===== src/common/cmpl_defines.svh =====
/*
  Constants for the comparator and ladder control block: register byte
  offsets, reset values, bank bit position and bus encodings.
  Assumes inclusion by its bare name from design and bench files.
*/
`ifndef CMPL_DEFINES_SVH
`define CMPL_DEFINES_SVH

`define CMPL_OFS_CMP1       8'h00
`define CMPL_OFS_CMP2       8'h04
`define CMPL_OFS_RESULT     8'h08
`define CMPL_OFS_SHARED     8'h0c
`define CMPL_OFS_WDOG       8'h10
`define CMPL_OFS_FLAGS      8'h14
`define CMPL_OFS_IEN        8'h18

`define CMPL_RST_CMP        8'h00
`define CMPL_RST_LADDER     8'h00
`define CMPL_RST_PERIOD     8'hff
`define CMPL_RST_WDOG       8'h00
`define CMPL_RST_FLAGS      2'h0

`define CMPL_BANK_BIT       4
`define CMPL_NUM_CMP        2

`define CMPL_HTRANS_NONSEQ  2'h2
`define CMPL_HRESP_OKAY     1'h0
`define CMPL_ZERO_WORD      32'h0000_0000

`endif


===== src/common/cmpl_pkg.sv =====
/*
  Types for the comparator and ladder control block.
  Assumes nothing of its surroundings; no constants live here.
*/
package cmpl_pkg;

  typedef enum logic [1:0] {
    CMPL_EDGE_NONE,
    CMPL_EDGE_RISE,
    CMPL_EDGE_FALL,
    CMPL_EDGE_ANY
  } cmpl_edge_t;

  typedef struct packed {
    logic       comparator_on;
    logic       comparator_pin_drive;
    logic       output_invert;
    cmpl_edge_t event_edge_select;
    logic       reference_select;
    logic [1:0] negative_input_select;
  } cmpl_cmp_setup_t;

  typedef struct packed {
    logic       ladder_power;
    logic       ladder_pin_output;
    logic       ladder_range;
    logic       ladder_source;
    logic [3:0] ladder_tap;
  } cmpl_ladder_t;

endpackage


===== src/verilog/cmpl_event.sv =====
/*
  One comparator channel: synchronises the raw analog result, applies
  the inversion and enable, and pulses on the selected output event.
  Assumes CMP_RAW is asynchronous to CLOCK.
*/
`include "cmpl_defines.svh"
`timescale 1ns/100ps
`default_nettype none

module cmpl_event (
  input  wire logic                     clk,
  input  wire logic                     rst,
  input  wire logic                     cmp_raw,
  input  wire cmpl_pkg::cmpl_cmp_setup_t setup,
  output logic                          result,
  output logic                          event_pulse
);

  logic sync1_q;
  logic sync2_q;
  logic result_q;
  logic result_d;
  logic on_prev_q;
  logic rise;
  logic fall;

  always_ff @(posedge clk) begin
    if (rst) begin
      sync1_q <= 1'h0;
      sync2_q <= 1'h0;
    end else begin
      sync1_q <= cmp_raw;
      sync2_q <= sync1_q;
    end
  end

  // Disabled comparator reads low and raises no events
  assign result_d = setup.comparator_on & (sync2_q ^ setup.output_invert);

  always_ff @(posedge clk) begin
    if (rst) begin
      result_q  <= 1'h0;
      on_prev_q <= 1'h0;
    end else begin
      result_q  <= result_d;
      on_prev_q <= setup.comparator_on;
    end
  end

  assign rise = on_prev_q & setup.comparator_on & ~result_q & result_d;
  assign fall = on_prev_q & setup.comparator_on & result_q & ~result_d;

  always_comb begin
    unique case (setup.event_edge_select)
      cmpl_pkg::CMPL_EDGE_NONE: event_pulse = 1'h0;
      cmpl_pkg::CMPL_EDGE_RISE: event_pulse = rise;
      cmpl_pkg::CMPL_EDGE_FALL: event_pulse = fall;
      cmpl_pkg::CMPL_EDGE_ANY:  event_pulse = rise | fall;
    endcase
  end

  assign result = result_q;

endmodule

`default_nettype wire


===== src/verilog/cmpl_top.sv =====
/*
  Register bank for two comparators and the reference ladder, reached
  over AHB-Lite, with sticky event flags and wake-up from sleep.
  Assumes CPU_SLEEP, PORT_F_DIRECTION5 and the bus are on CLOCK and
  the comparator raw results are asynchronous analog outputs.
*/
// Register access over AHB-Lite and the register offsets were left to the implementer.
`include "cmpl_defines.svh"
`timescale 1ns/100ps
`default_nettype none

module cmpl_top #(
  parameter int ADDR_W = 8
) (
  input  wire logic                     CLOCK,
  input  wire logic                     SYS_RST,
  input  wire logic                     HSEL,
  input  wire logic [31:0]              HADDR,
  input  wire logic [1:0]               HTRANS,
  input  wire logic                     HWRITE,
  input  wire logic [2:0]               HSIZE,
  input  wire logic [31:0]              HWDATA,
  input  wire logic                     HREADY,
  output logic      [31:0]              HRDATA,
  output logic                          HREADYOUT,
  output logic                          HRESP,
  input  wire logic [1:0]               CMP_RAW,
  input  wire logic                     CPU_SLEEP,
  input  wire logic                     PORT_F_DIRECTION5,
  output cmpl_pkg::cmpl_cmp_setup_t     CMP1_SETUP,
  output cmpl_pkg::cmpl_cmp_setup_t     CMP2_SETUP,
  output cmpl_pkg::cmpl_ladder_t        LADDER_SETUP,
  output logic      [7:0]               TIMER4_PERIOD,
  output logic      [1:0]               RESULT,
  output logic      [1:0]               EVENT_FLAGS,
  output logic                          LADDER_TO_PIN,
  output logic                          PORT_F5_DIR_EFF,
  output logic                          WAKE
);

  cmpl_pkg::cmpl_cmp_setup_t cmp_q [`CMPL_NUM_CMP];
  cmpl_pkg::cmpl_ladder_t    ladder_q;
  logic [7:0]                period_q;
  logic                      bank_q;
  logic [1:0]                flags_q;
  logic [1:0]                flags_d;
  logic [1:0]                ien_q;
  logic [1:0]                result_w;
  logic [1:0]                event_w;

  logic                      addr_phase;
  logic                      wr_pend_q;
  logic                      rd_pend_q;
  logic [ADDR_W-1:0]         addr_q;
  logic                      wr_en;
  logic [7:0]                wbyte;
  logic [31:0]               rd_mux;
  logic                      ready_q;
  logic [31:0]               rdata_q;
  logic                      wake_q;
  logic                      pin_q;
  logic                      dir_q;

  // Bus address phase: only NONSEQ transfers are claimed, of any HSIZE
  assign addr_phase = HSEL & HREADY & (HTRANS == `CMPL_HTRANS_NONSEQ);

  always_ff @(posedge CLOCK) begin
    if (SYS_RST) begin
      wr_pend_q <= 1'h0;
      rd_pend_q <= 1'h0;
      addr_q    <= '0;
    end else begin
      if (HREADY) begin
        wr_pend_q <= addr_phase & HWRITE;
        rd_pend_q <= addr_phase & ~HWRITE;
      end else begin
        rd_pend_q <= 1'h0;
      end
      if (addr_phase) begin
        addr_q <= HADDR[ADDR_W-1:0];
      end
    end
  end

  assign wr_en = wr_pend_q;
  assign wbyte = HWDATA[7:0];

  // Reads get one wait state so data always reflects the latest write
  always_ff @(posedge CLOCK) begin
    if (SYS_RST) begin
      ready_q <= 1'h1;
      rdata_q <= `CMPL_ZERO_WORD;
    end else begin
      ready_q <= ~(addr_phase & ~HWRITE);
      if (rd_pend_q) begin
        rdata_q <= rd_mux;
      end
    end
  end

  assign HREADYOUT = ready_q;
  assign HRDATA    = rdata_q;

  always_ff @(posedge CLOCK) begin
    if (SYS_RST) begin
      HRESP <= `CMPL_HRESP_OKAY;
    end else begin
      HRESP <= `CMPL_HRESP_OKAY;
    end
  end

  // Read mux: narrow registers in low bits, bank bit at bit 4 of the wdog word, everything else zero
  always_comb begin
    rd_mux = `CMPL_ZERO_WORD;
    unique case (addr_q[7:0])
      `CMPL_OFS_CMP1:   rd_mux[7:0] = cmp_q[0];
      `CMPL_OFS_CMP2:   rd_mux[7:0] = cmp_q[1];
      `CMPL_OFS_RESULT: rd_mux[1:0] = result_w;
      `CMPL_OFS_SHARED: rd_mux[7:0] = bank_q ? ladder_q : period_q;
      `CMPL_OFS_WDOG:   rd_mux[`CMPL_BANK_BIT] = bank_q;
      `CMPL_OFS_FLAGS:  rd_mux[1:0] = flags_q;
      `CMPL_OFS_IEN:    rd_mux[1:0] = ien_q;
      default:          rd_mux = `CMPL_ZERO_WORD;
    endcase
  end

  // Comparator setups: only reset and bus writes change them
  always_ff @(posedge CLOCK) begin
    if (SYS_RST) begin
      cmp_q[0] <= `CMPL_RST_CMP;
      cmp_q[1] <= `CMPL_RST_CMP;
    end else if (wr_en) begin
      if (addr_q[7:0] == `CMPL_OFS_CMP1) begin
        cmp_q[0] <= wbyte;
      end
      if (addr_q[7:0] == `CMPL_OFS_CMP2) begin
        cmp_q[1] <= wbyte;
      end
    end
  end

  // Shared address: bank bit decides ladder or timer4 period
  always_ff @(posedge CLOCK) begin
    if (SYS_RST) begin
      ladder_q <= `CMPL_RST_LADDER;
      period_q <= `CMPL_RST_PERIOD;
    end else if (wr_en && addr_q[7:0] == `CMPL_OFS_SHARED) begin
      if (bank_q) begin
        ladder_q <= wbyte;
      end else begin
        period_q <= wbyte;
      end
    end
  end

  always_ff @(posedge CLOCK) begin
    if (SYS_RST) begin
      bank_q <= 1'h0;
      ien_q  <= 2'h0;
    end else if (wr_en) begin
      if (addr_q[7:0] == `CMPL_OFS_WDOG) begin
        bank_q <= wbyte[`CMPL_BANK_BIT];
      end
      if (addr_q[7:0] == `CMPL_OFS_IEN) begin
        ien_q <= wbyte[1:0];
      end
    end
  end

  // Channels run regardless of sleep
  genvar gi;
  generate
    for (gi = 0; gi < `CMPL_NUM_CMP; gi++) begin : g_ch
      cmpl_event u_event (
        .clk         (CLOCK),
        .rst         (SYS_RST),
        .cmp_raw     (CMP_RAW[gi]),
        .setup       (cmp_q[gi]),
        .result      (result_w[gi]),
        .event_pulse (event_w[gi])
      );
    end
  endgenerate

  // Software may write flags (also to simulate an event); hardware set wins
  always_comb begin
    flags_d = flags_q;
    if (wr_en && addr_q[7:0] == `CMPL_OFS_FLAGS) begin
      flags_d = wbyte[1:0];
    end
    flags_d = flags_d | event_w;
  end

  always_ff @(posedge CLOCK) begin
    if (SYS_RST) begin
      flags_q <= `CMPL_RST_FLAGS;
    end else begin
      flags_q <= flags_d;
    end
  end

  // Wake request while asleep, and ladder pin direction override
  always_ff @(posedge CLOCK) begin
    if (SYS_RST) begin
      wake_q <= 1'h0;
      pin_q  <= 1'h0;
      dir_q  <= 1'h1;
    end else begin
      wake_q <= CPU_SLEEP & |(flags_q & ien_q);
      pin_q  <= ladder_q.ladder_pin_output;
      dir_q  <= ladder_q.ladder_pin_output | PORT_F_DIRECTION5;
    end
  end

  assign CMP1_SETUP      = cmp_q[0];
  assign CMP2_SETUP      = cmp_q[1];
  assign LADDER_SETUP    = ladder_q;
  assign TIMER4_PERIOD   = period_q;
  assign RESULT          = result_w;
  assign EVENT_FLAGS     = flags_q;
  assign LADDER_TO_PIN   = pin_q;
  assign PORT_F5_DIR_EFF = dir_q;
  assign WAKE            = wake_q;
endmodule

`default_nettype wire


===== config.mk =====
export PLATFORM = sky130hd
export DESIGN_NAME = cmpl_top
export DESIGN_NICKNAME = d
export VERILOG_FILES = /design/src/common/cmpl_pkg.sv /design/src/verilog/cmpl_event.sv /design/src/verilog/cmpl_top.sv
export VERILOG_INCLUDE_DIRS = /design/src /design/src/common
export SDC_FILE = /design/constraint.sdc
export NUM_CORES = 1
export LEC_CHECK = 0
export BUFFER_PORTS_ARGS = -buffer_cell sky130_fd_sc_hd__buf_2
export CAP_MARGIN = 20
export CELL_PAD_IN_SITES_DETAIL_PLACEMENT = 1
export CELL_PAD_IN_SITES_GLOBAL_PLACEMENT = 2
export CORE_UTILIZATION = 27
export DETAILED_ROUTE_END_ITERATION = 10
export PLACE_DENSITY_LB_ADDON = 0.1
export SYNTH_ARGS = -nofsm -noshare
export SYNTH_HDL_FRONTEND = slang
export SYNTH_SLANG_ARGS = --single-unit

===== constraint.sdc =====
create_clock -name CLOCK -period 3.2 [get_ports CLOCK]
set_input_delay 0.8 -clock CLOCK [delete_from_list [all_inputs] [get_ports CLOCK]]
set_output_delay 0.8 -clock CLOCK [all_outputs]
set_load 0.1 [all_outputs]

* Yosys cells after proc, flatten, opt, wreduce, memory -nomap -nowiden
Memory sizes are Yosys's and may differ from the RTL's.
Cells that the tools add are included.
** Word-level totals
- Bits in writable memories :: 16
- Register bits after elaboration :: 51
- Output and inout port bits :: 73
- Memories kept :: 1
- Word-level logic and storage cells :: 104
** Cells by class
- Muxes and demuxes :: 20
- Eq/ne operators :: 13
- Bitwise logic cells :: 34
- Reduce and logical (&&, ||, !) cells :: 11
** Memory list
- cmp_q :: depth 2, width 8, rd ports 2, clocked after Yosys merged registers in 0, write ports 2, RTL line cmpl_top.sv:41 : cmpl_pkg::cmpl_cmp_setup_t cmp_q [`CMPL_NUM_CMP];
** Operators with widths (count)
- equality test 8 x 5 -> 1 bit (second input constant) :: 3
- two-way mux 8 bit :: 3
- AND 1 bit :: 17
- equality test 8 x 4 -> 1 bit (second input constant) :: 2
- case mux 1 bit (4 select lines) :: 3
- case mux 2 bit (6 select lines) :: 1
- equality test 2 bit (second input constant) :: 5
- two-way mux 1 bit :: 10
- case mux 3 bit (3 select lines) :: 1
- equality test 8 x 3 -> 1 bit (second input constant) :: 1
- zero test 8 bit :: 1
- NOT 1 bit :: 8
- AND reduction 2 bit :: 4
- case mux 2 bit (3 select lines) :: 1
- bitwise OR 1 bit :: 5
- equality test 2 x 1 -> 1 bit (second input constant) :: 2
- zero test 2 bit :: 2
- OR reduction 2 bit :: 2
- AND 2 bit :: 1
- logical AND 1 bit :: 2
- two-way mux 2 bit :: 1
- bitwise OR 2 bit :: 1
- bitwise XOR 1 bit :: 2

* Depth between registers and ports, before layout
Gate-level depths: netlist (run 1).
An unclocked memory read counts as a cell.
- Depth after elaboration :: 8
- Depth in mapped cells :: 6
- Gate-level depth less buffers :: 4

* Cells and area by module
A second synthesis (run 1) with hierarchy kept.
** Unflattened totals
- Cells, all modules :: 298
- Area, all modules :: 2995.4 um^2
** By module, submodules not included
- cmpl_top :: times used 1, seq. area each 1341.3 um^2, cells an instance 274, area each 2712.6 um^2
- cmpl_event :: times used 2, seq. area each 80.1 um^2, cells an instance 12, area each 141.4 um^2

* Worst setup path after synthesis (run 1)
OpenSTA, ideal clock, no wires.
- Kind :: input -> register
- From :: input SYS_RST
- To :: memory cmp_q[0][0] (netlist bit), enable pin
- Cell stages on the path :: 4
- Setup slack :: 1028 ps
- Buffers on the path :: 3
- Library setup time :: 326 ps
- Data required time :: 2874 ps
- Data arrival time :: 1846 ps
- Cell sequence :: clkbuf_1 > clkbuf_1 > buf_1 > a21o_1
** RTL lines
- start, declared :: RTL line cmpl_top.sv:16 : input wire logic SYS_RST,
- end, declared :: RTL line cmpl_top.sv:41

==> metrics.yaml, run 1 <==
via_per_inst: 4.55
outcome: "complete, no violations"
synth_edf_count: 16
root_buffer: "clkbuf_8"
crit_type: "flip-flop to flip-flop"
drive_gt1_share_pct: 25.4
dr_total_vias: 2341
cts_tree: "done"
die_area_um2: 11400
yosysWarnings: 0
grt.overflow.total: 0
avgSynthCellArea_um2: 9.71
ctsResizeCount: 0
synth_area_leaders: "dfxtp_1, edfxtp_1, mux2i_1"
synthDistinctLibCells: 39
ant_nets: 0
hp-class: "flip-flop to flip-flop"
final_cells: 514
maxSlewViolCount: 0
antenna_found_initial: 0
ys.flop_type: "dfxtp_1"
startpoint_type: "flip-flop"
cp_slowest_stage_delay_ns: 0.61
die_h_um: 107
synth_top_area_share_pct: 34.4
dr.pass1.iters: 5
finalHoldViolCount: 0
peakVddDrop_uv: 198
fin_area_um2: 3590
cts.path.max_buffers: 2
ios: 151
dp_cells: 498
slowest_stage: "or4_4"
post-route-period-util_pct: 68.7
initial_utilization_pct: 28.3
synth.largest_area_cell: "dfxtp_1"
fin_skew_ns: 0.0109
num_rows: 37
synth-seq-cells: 67
io_buffer_count: 74
worstPathMaxFanout: 8
utilization_pct: 34.2
synth_seq_area_share_pct: 50.5
n_antenna_cell: 0
fin_crit_ns: 2.20
place_ws_ns: 0.970
gp_congestion: 0.729
grt_max_degree: 43
dp_hpwl_um: 6120
met3_length_um: 352
tightest_slew_ns: 0.897
power.density_nw_per_um2: 566
clk_pin_slew_worst_paths_ns: 0.08
htreeDepth: 3
required_ns: 3.21
slew-limit-headroom_pct: 39.8
setup_violations: 0
cp.arrival_ns: 2.20
fmax_ghz: 0.455
cts_hold_buf: 0
routedWlPerCell_um: 15.8
fin_tns_setup_ns: 0
critPathCaptureType: "flip-flop"
numClockSinks: 67
worst_slack_ns: 1.00
coreArea_um2: 10500
grt_pass1_wl_um: 12400
grt_setup_unrepaired: "no"
crit_chain: "or4_4 -> or3_1 -> nor2_1 -> a21o_1"
grt_use_total_pct: 14.7
dieWidth_um: 107
drc_errors: 0
p_leak_uw: 0.00145
placed_area_um2: 3340
fin_nets: 451
drt_iter0_drc: 81
numCtsBuffers: 9
maxCapViolCount: 0
wl_met1_um: 4170
async_flop_share_pct: 0
wl_met2_um: 3570
syn-instance-count: 306
clkLatencyLatePin_ns: 0.34
cts_setup_buffers: 0
grt_pass1_vias: 2237
syn2layout_area_growth_pct: 20.9
top_layer: "met4"
routed_wl_um: 8140
netlist_area_um2: 2970
==> cell families after synthesis <==
family | Yosys count | share of synthesized area (%)
simple gates | 112 | 20.7
mux | 23 | 7.75
xor+xnor | 2 | 0.590
flops | 67 | 50.5
compound gates | 55 | 10.7
buf+inv | 46 | 9.52
other cells | 1 | 0.126
==> through the flow <==
step,power [uW],hold slack [ns]
after floorplan,1180,0.414
after global placement,1210,0.417
after detailed placement,1210,0.432
after CTS,2060,0.452
after global routing,2110,0.465
final,2030,0.447
==> per-layer routing <==
metal	track usage [%]	vias to the layer above
li1	-	1144
met1	20.6	1125
met2	22.0	68
met3	4.38	4
met4	3.82	0
met5	0	-
==> synthesized netlist by cell type (3+ instances only) <==
library cell and instances:
o21ai_0 10, nor3_1 11, nor2_1 26, a21oi_1 30
nand3b_1 3, or3_1 3, nand2b_1 3, mux2i_1 23
nor2b_1 11, clkbuf_1 12, nand2_1 28, o21ai_1 3
and2_1 8, buf_1 3, dfxtp_1 51, edfxtp_1 16
a22oi_1 3, buf_4 27, nor3b_1 4
==> path summary, 6_finish.rpt <==
path,cells past startpoint,endpoint,slack [ns],startpoint
setup / recovery,4,cmp_q[0][5],1.00,addr_q[0]
hold / removal,1,g_ch[0].u_event.sync2_q,0.45,g_ch[0].u_event.sync1_q
setup reg to reg,4,cmp_q[0][5],1.00,addr_q[0]
hold reg to reg,1,g_ch[0].u_event.sync2_q,0.45,g_ch[0].u_event.sync1_q
==> sequential cells by signal, indices dropped and copies added, names as in the netlist, 2 cells and up <==
| name | cells |
|---|---|
| LADDER_SETUP | 8 |
| g_ch.u_event.sync1_q | 2 |
| g_ch.u_event.on_prev_q | 2 |
| addr_q | 8 |
| HRDATA | 8 |
| cmp_q | 16 |
| g_ch.u_event.sync2_q | 2 |
| TIMER4_PERIOD | 8 |
| g_ch.u_event.result | 2 |
| ien_q | 2 |
| EVENT_FLAGS | 2 |
==> power breakdown <==
part,switching [uW],internal (uW),total (uW)
clock network,342,506,848
logic,253,36.8,290
registers,15.1,880,896
==> area by class of cell <==
type	count	area (um^2)
Clock buffer	13	203
Clock inverter	3	47.5
Fill cell	1243	6920
Inverter	2	7.51
Multi-Input combinational cell	217	1280
Sequential cell	67	1500
Tap cell	136	170
Timing Repair Buffer	76	385
==> critical path, delay by kind of cell, from the launching register on <==
family	cells	cell delay (ns)
AO/OA/AOI/OAI	1	0.35
flip-flops	1	0.35
AND/OR/NAND/NOR	3	1.18
==> cells in the final DEF, fill, tap and decap left out, types with 4 or more instances in the layout <==
cell type	netlist	final
a21oi_1	30	30
and2_1	8	8
buf_2	1	74
clkbuf_8	0	9
conb_1	1	25
dfxtp_1	51	51
edfxtp_1	16	16
mux2i_1	23	23
nand2_1	28	28
nor2_1	26	26
nor2b_1	11	11
nor3_1	11	11
nor3b_1	4	4
o21ai_0	10	10
Note: power is estimated with default switching activity, not from simulation.
==> run 2, diff against run 1 <==
--- a/config.mk
+++ b/config.mk
@@ -6,11 +6,12 @@
 export SDC_FILE = /design/constraint.sdc
 export NUM_CORES = 1
 export LEC_CHECK = 0
+export ABC_AREA = 1
 export BUFFER_PORTS_ARGS = -buffer_cell sky130_fd_sc_hd__buf_2
 export CAP_MARGIN = 20
 export CELL_PAD_IN_SITES_DETAIL_PLACEMENT = 1
 export CELL_PAD_IN_SITES_GLOBAL_PLACEMENT = 2
-export CORE_UTILIZATION = 27
+export CORE_UTILIZATION = 22
 export DETAILED_ROUTE_END_ITERATION = 10
 export PLACE_DENSITY_LB_ADDON = 0.1
 export SYNTH_ARGS = -nofsm -noshare
==> constraint.sdc (replaced) <==
create_clock -name CLOCK -period 2 [get_ports CLOCK]
set_input_delay 0.5 -clock CLOCK [delete_from_list [all_inputs] [get_ports CLOCK]]
set_output_delay 0.5 -clock CLOCK [all_outputs]
set_load 0.1 [all_outputs]
==> run 2 against run 1 <==
  * Synthesized cell count rose by 24%
  * Utilization fell by 6.0 points
  * Combinational power rose by 82%
  * Die area rose by 26%
  * Global-route usage fell by 1.1 points
  * First-iteration DRC count fell by 26%
  * Clock power rose by 65%
  * Design area rose by 5.1%
  * Non-clock buffer count rose by 6
  * Area after synthesis rose by 2.8%
  * Wire length rose by 9.7%
  * Sequential cell count did not move
  * Critical endpoint is now CMP1_SETUP[7]
==> metrics.yaml, run 2 <==
fmax_ghz: 0.585
combPwrFrac_pct: 15.7  # +1.4 points
fin_skew_ns: 0.00377  # -0.00709 ns
drc_errors: 0  # unchanged
drt_iter0_drc: 60  # -26%
syn2layout_area_growth_pct: 23.6
p_int_uw: 2310  # +62%
dieWidth_um: 120  # +12%
initial_utilization_pct: 22.8  # -5.5 points
maxSlewViolCount: 0  # unchanged
sequentialPowerShare_pct: 42.6  # -1.4 points
async_flop_share_pct: 0  # unchanged
synth-simple-area-share_pct: 22.4  # +1.7 points
setup_violations: 0  # unchanged
largest_reg_flops: 16  # unchanged
htreeDepth: 3  # unchanged
outcome: "complete, no violations"
yosysWarnings: 0  # unchanged
hp-class: "input pin to flip-flop"
crit_chain: "buf_2"
numClockSinks: 67  # unchanged
power.switching_uw: 1060  # +73%
ios: 151  # unchanged
dr_total_vias: 2584  # +10%
drive_gt1_share_pct: 26.0  # +0.58 points
reg2reg_setup_slack_ns: 0.34  # -0.66 ns
cts.path.max_buffers: 2  # unchanged
grt_pass1_wl_um: 14600  # +18%
cts_setup_buffers: 0  # unchanged
crit_family: "buffers and inverters"
grt_setup_unrepaired: "no"
via_per_inst: 4.05  # -11%
fin_nets: 535  # +19%
maxCapViolCount: 0  # unchanged
cp_slowest_stage_delay_ns: 0.46  # -0.15 ns
dp_hpwl_um: 6870  # +12%
synth_area_leaders: "dfxtp_1, edfxtp_1, nand2_1"
required_ns: 1.50  # -1.71 ns
top_register: "cmp_q"
clkLatencyLatePin_ns: 0.33  # about the same
crit_type: "flip-flop to output pin"
reg2reg_to: "cmp_q[0][14]"
p_sw_share_pct: 31.4  # +1.4 points
avgSynthCellArea_um2: 8.06  # -17%
power.density_nw_per_um2: 892  # +57%
holdPathStages: 3  # +2
ff2ff_path_depth: 6  # +2
finalHoldViolCount: 0  # unchanged
synth_seq_area_share_pct: 49.2  # -1.4 points
fin_crit_ns: 1.71
cts_hold_buf: 0  # unchanged
utilization_pct: 28.2  # -6.0 points
startpoint_type: "flip-flop"
p_leak_uw: 0.00177  # +22%
root_buffer: "clkbuf_16"
peakVddDrop_uv: 445  # +120%
synth-adder-area-share_pct: 0  # unchanged
mostFrequentLayoutCells: "nand2_1, buf_2, dfxtp_1, inv_1, nor2_1"
synth_top_family_by_area: "simple AND/OR/NAND/NOR gates"
routedWlPerCell_um: 14.0  # -12%
synth_common_cells: "nand2_1, dfxtp_1, inv_1"
ant_nets: 0  # unchanged
synth_top_area_share_pct: 33.4  # -0.93 points
antenna_found_initial: 0  # unchanged
ys.flop_type: "dfxtp_1"
ctsResizeCount: 0  # unchanged
io_buffer_count: 74  # unchanged
grt_pass1_vias: 2686  # +20%
num_rows: 42  # +14%
critPathCaptureType: "output pin"
fill_cells: 1669  # +34%
n_antenna_cell: 0  # unchanged
synth_xor_area_share_pct: 0  # -0.59 points
synth.largest_area_cell: "dfxtp_1"
fin_hold_ws_ns: 0.339  # -0.108 ns
grt_max_degree: 21  # -51%
syn-instance-count: 379  # +24%
cp.arrival_ns: 1.21  # -0.99 ns
die_area_um2: 14400  # +26%
routed_wl_um: 8920  # +9.7%
fin_tns_setup_ns: 0  # unchanged
path_buf_inv: 1  # +1
min_to: "PORT_F5_DIR_EFF"
synth_edf_count: 16  # unchanged
die_h_um: 120  # +12%
synthDistinctLibCells: 34  # -13%
grt_use_total_pct: 13.6  # -1.1 points
slowest_stage: "buf_2"
synth_mux_area_share_pct: 0  # -7.8 points
cp.depth: 1  # -3
post-route-period-util_pct: 85.4
coreArea_um2: 13400  # +28%
hold_start: "PORT_F_DIRECTION5"
grt.overflow.total: 0  # unchanged
gp_congestion: 0.707  # -3.1%
pwr-share-clk_pct: 41.6  # about the same
r2r-start: "addr_q[4]"
synth_most_common_cell: "nand2_1"
layout_commonest_cell: "nand2_1"
synth_compound_area_share_pct: 13.5  # +2.8 points
cts_tree: "done"
worstPathMaxFanout: 4  # -4
clk_pin_slew_worst_paths_ns: 0.05  # -0.03 ns
numCtsBuffers: 9  # unchanged
synth-seq-cells: 67  # unchanged
dr.pass1.iters: 4  # -1
netlist_area_um2: 3050  # +2.8%
[run 2: final cells by class]
cell class / instances / area, um^2 / area share (%)
flip-flops and latches: 67 / 1500 / 39.8
repair buffers: 82 / 430 / 11.4
multi-input cells: 252 / 1190 / 31.6
clock inverters: 7 / 35.0 / 0.929
clock buffers: 9 / 225 / 5.97
inverters: 45 / 169 / 4.48
well taps: 176 / 220 / 5.84
[run 2: power groups by stage]
stage / Clock (uW) / Combinational (uW) / Sequential, uW
3_5_place_dp: 0 / 533 / 1460
5_1_grt: 1520 / 564 / 1440
6_report: 1400 / 529 / 1430
2_1_floorplan: 0 / 364 / 1570
3_3_place_gp: 0 / 532 / 1460
4_1_cts: 1470 / 534 / 1430
[run 2: worst max-delay path by stage]
stage / slack (ns) / start / to
after floorplan: 0.19 / addr_q[4] / cmp_q[0][10]
after global placement: 0.33 / addr_q[4] / cmp_q[0][14]
after detailed placement: 0.35 / addr_q[4] / cmp_q[0][14]
after CTS: 0.26 / g_ch[1].u_event.result / RESULT[1]
after global routing: 0.20 / addr_q[4] / cmp_q[0][14]
final: 0.29 / cmp_q[0][7] / CMP1_SETUP[7]
[run 2: metrics by stage]
step | setup slack, ns | cell area (um^2) | power [uW] | cells
3_3_place_gp | 0.329 | 3510 | 2000 | 622
6_report | 0.291 | 3770 | 3360 | 638
5_1_grt | 0.198 | 3770 | 3520 | 638
4_1_cts | 0.259 | 3770 | 3440 | 638
3_5_place_dp | 0.351 | 3510 | 2000 | 622
2_1_floorplan | 0.194 | 3140 | 1930 | 403
[run 2: logic make-up (layout without fill, tap and decap cells)]
kind of cell,after synthesis,after routing
other cells,1,25
simple gates,159,159
flops,67,67
compound gates,68,68
buf+inv,84,143
[run 2: per-layer routing]
| layer | wire length (um) | track usage [%] | up-vias |
|---|---|---|---|
| met2 | 3960 | 21.0 | 70 |
| met3 | 383 | 4.47 | 6 |
| li1 | - | - | 1319 |
| met5 | 0 | 0 | - |
| met1 | 4460 | 17.9 | 1189 |
| met4 | 117 | 4.45 | 0 |
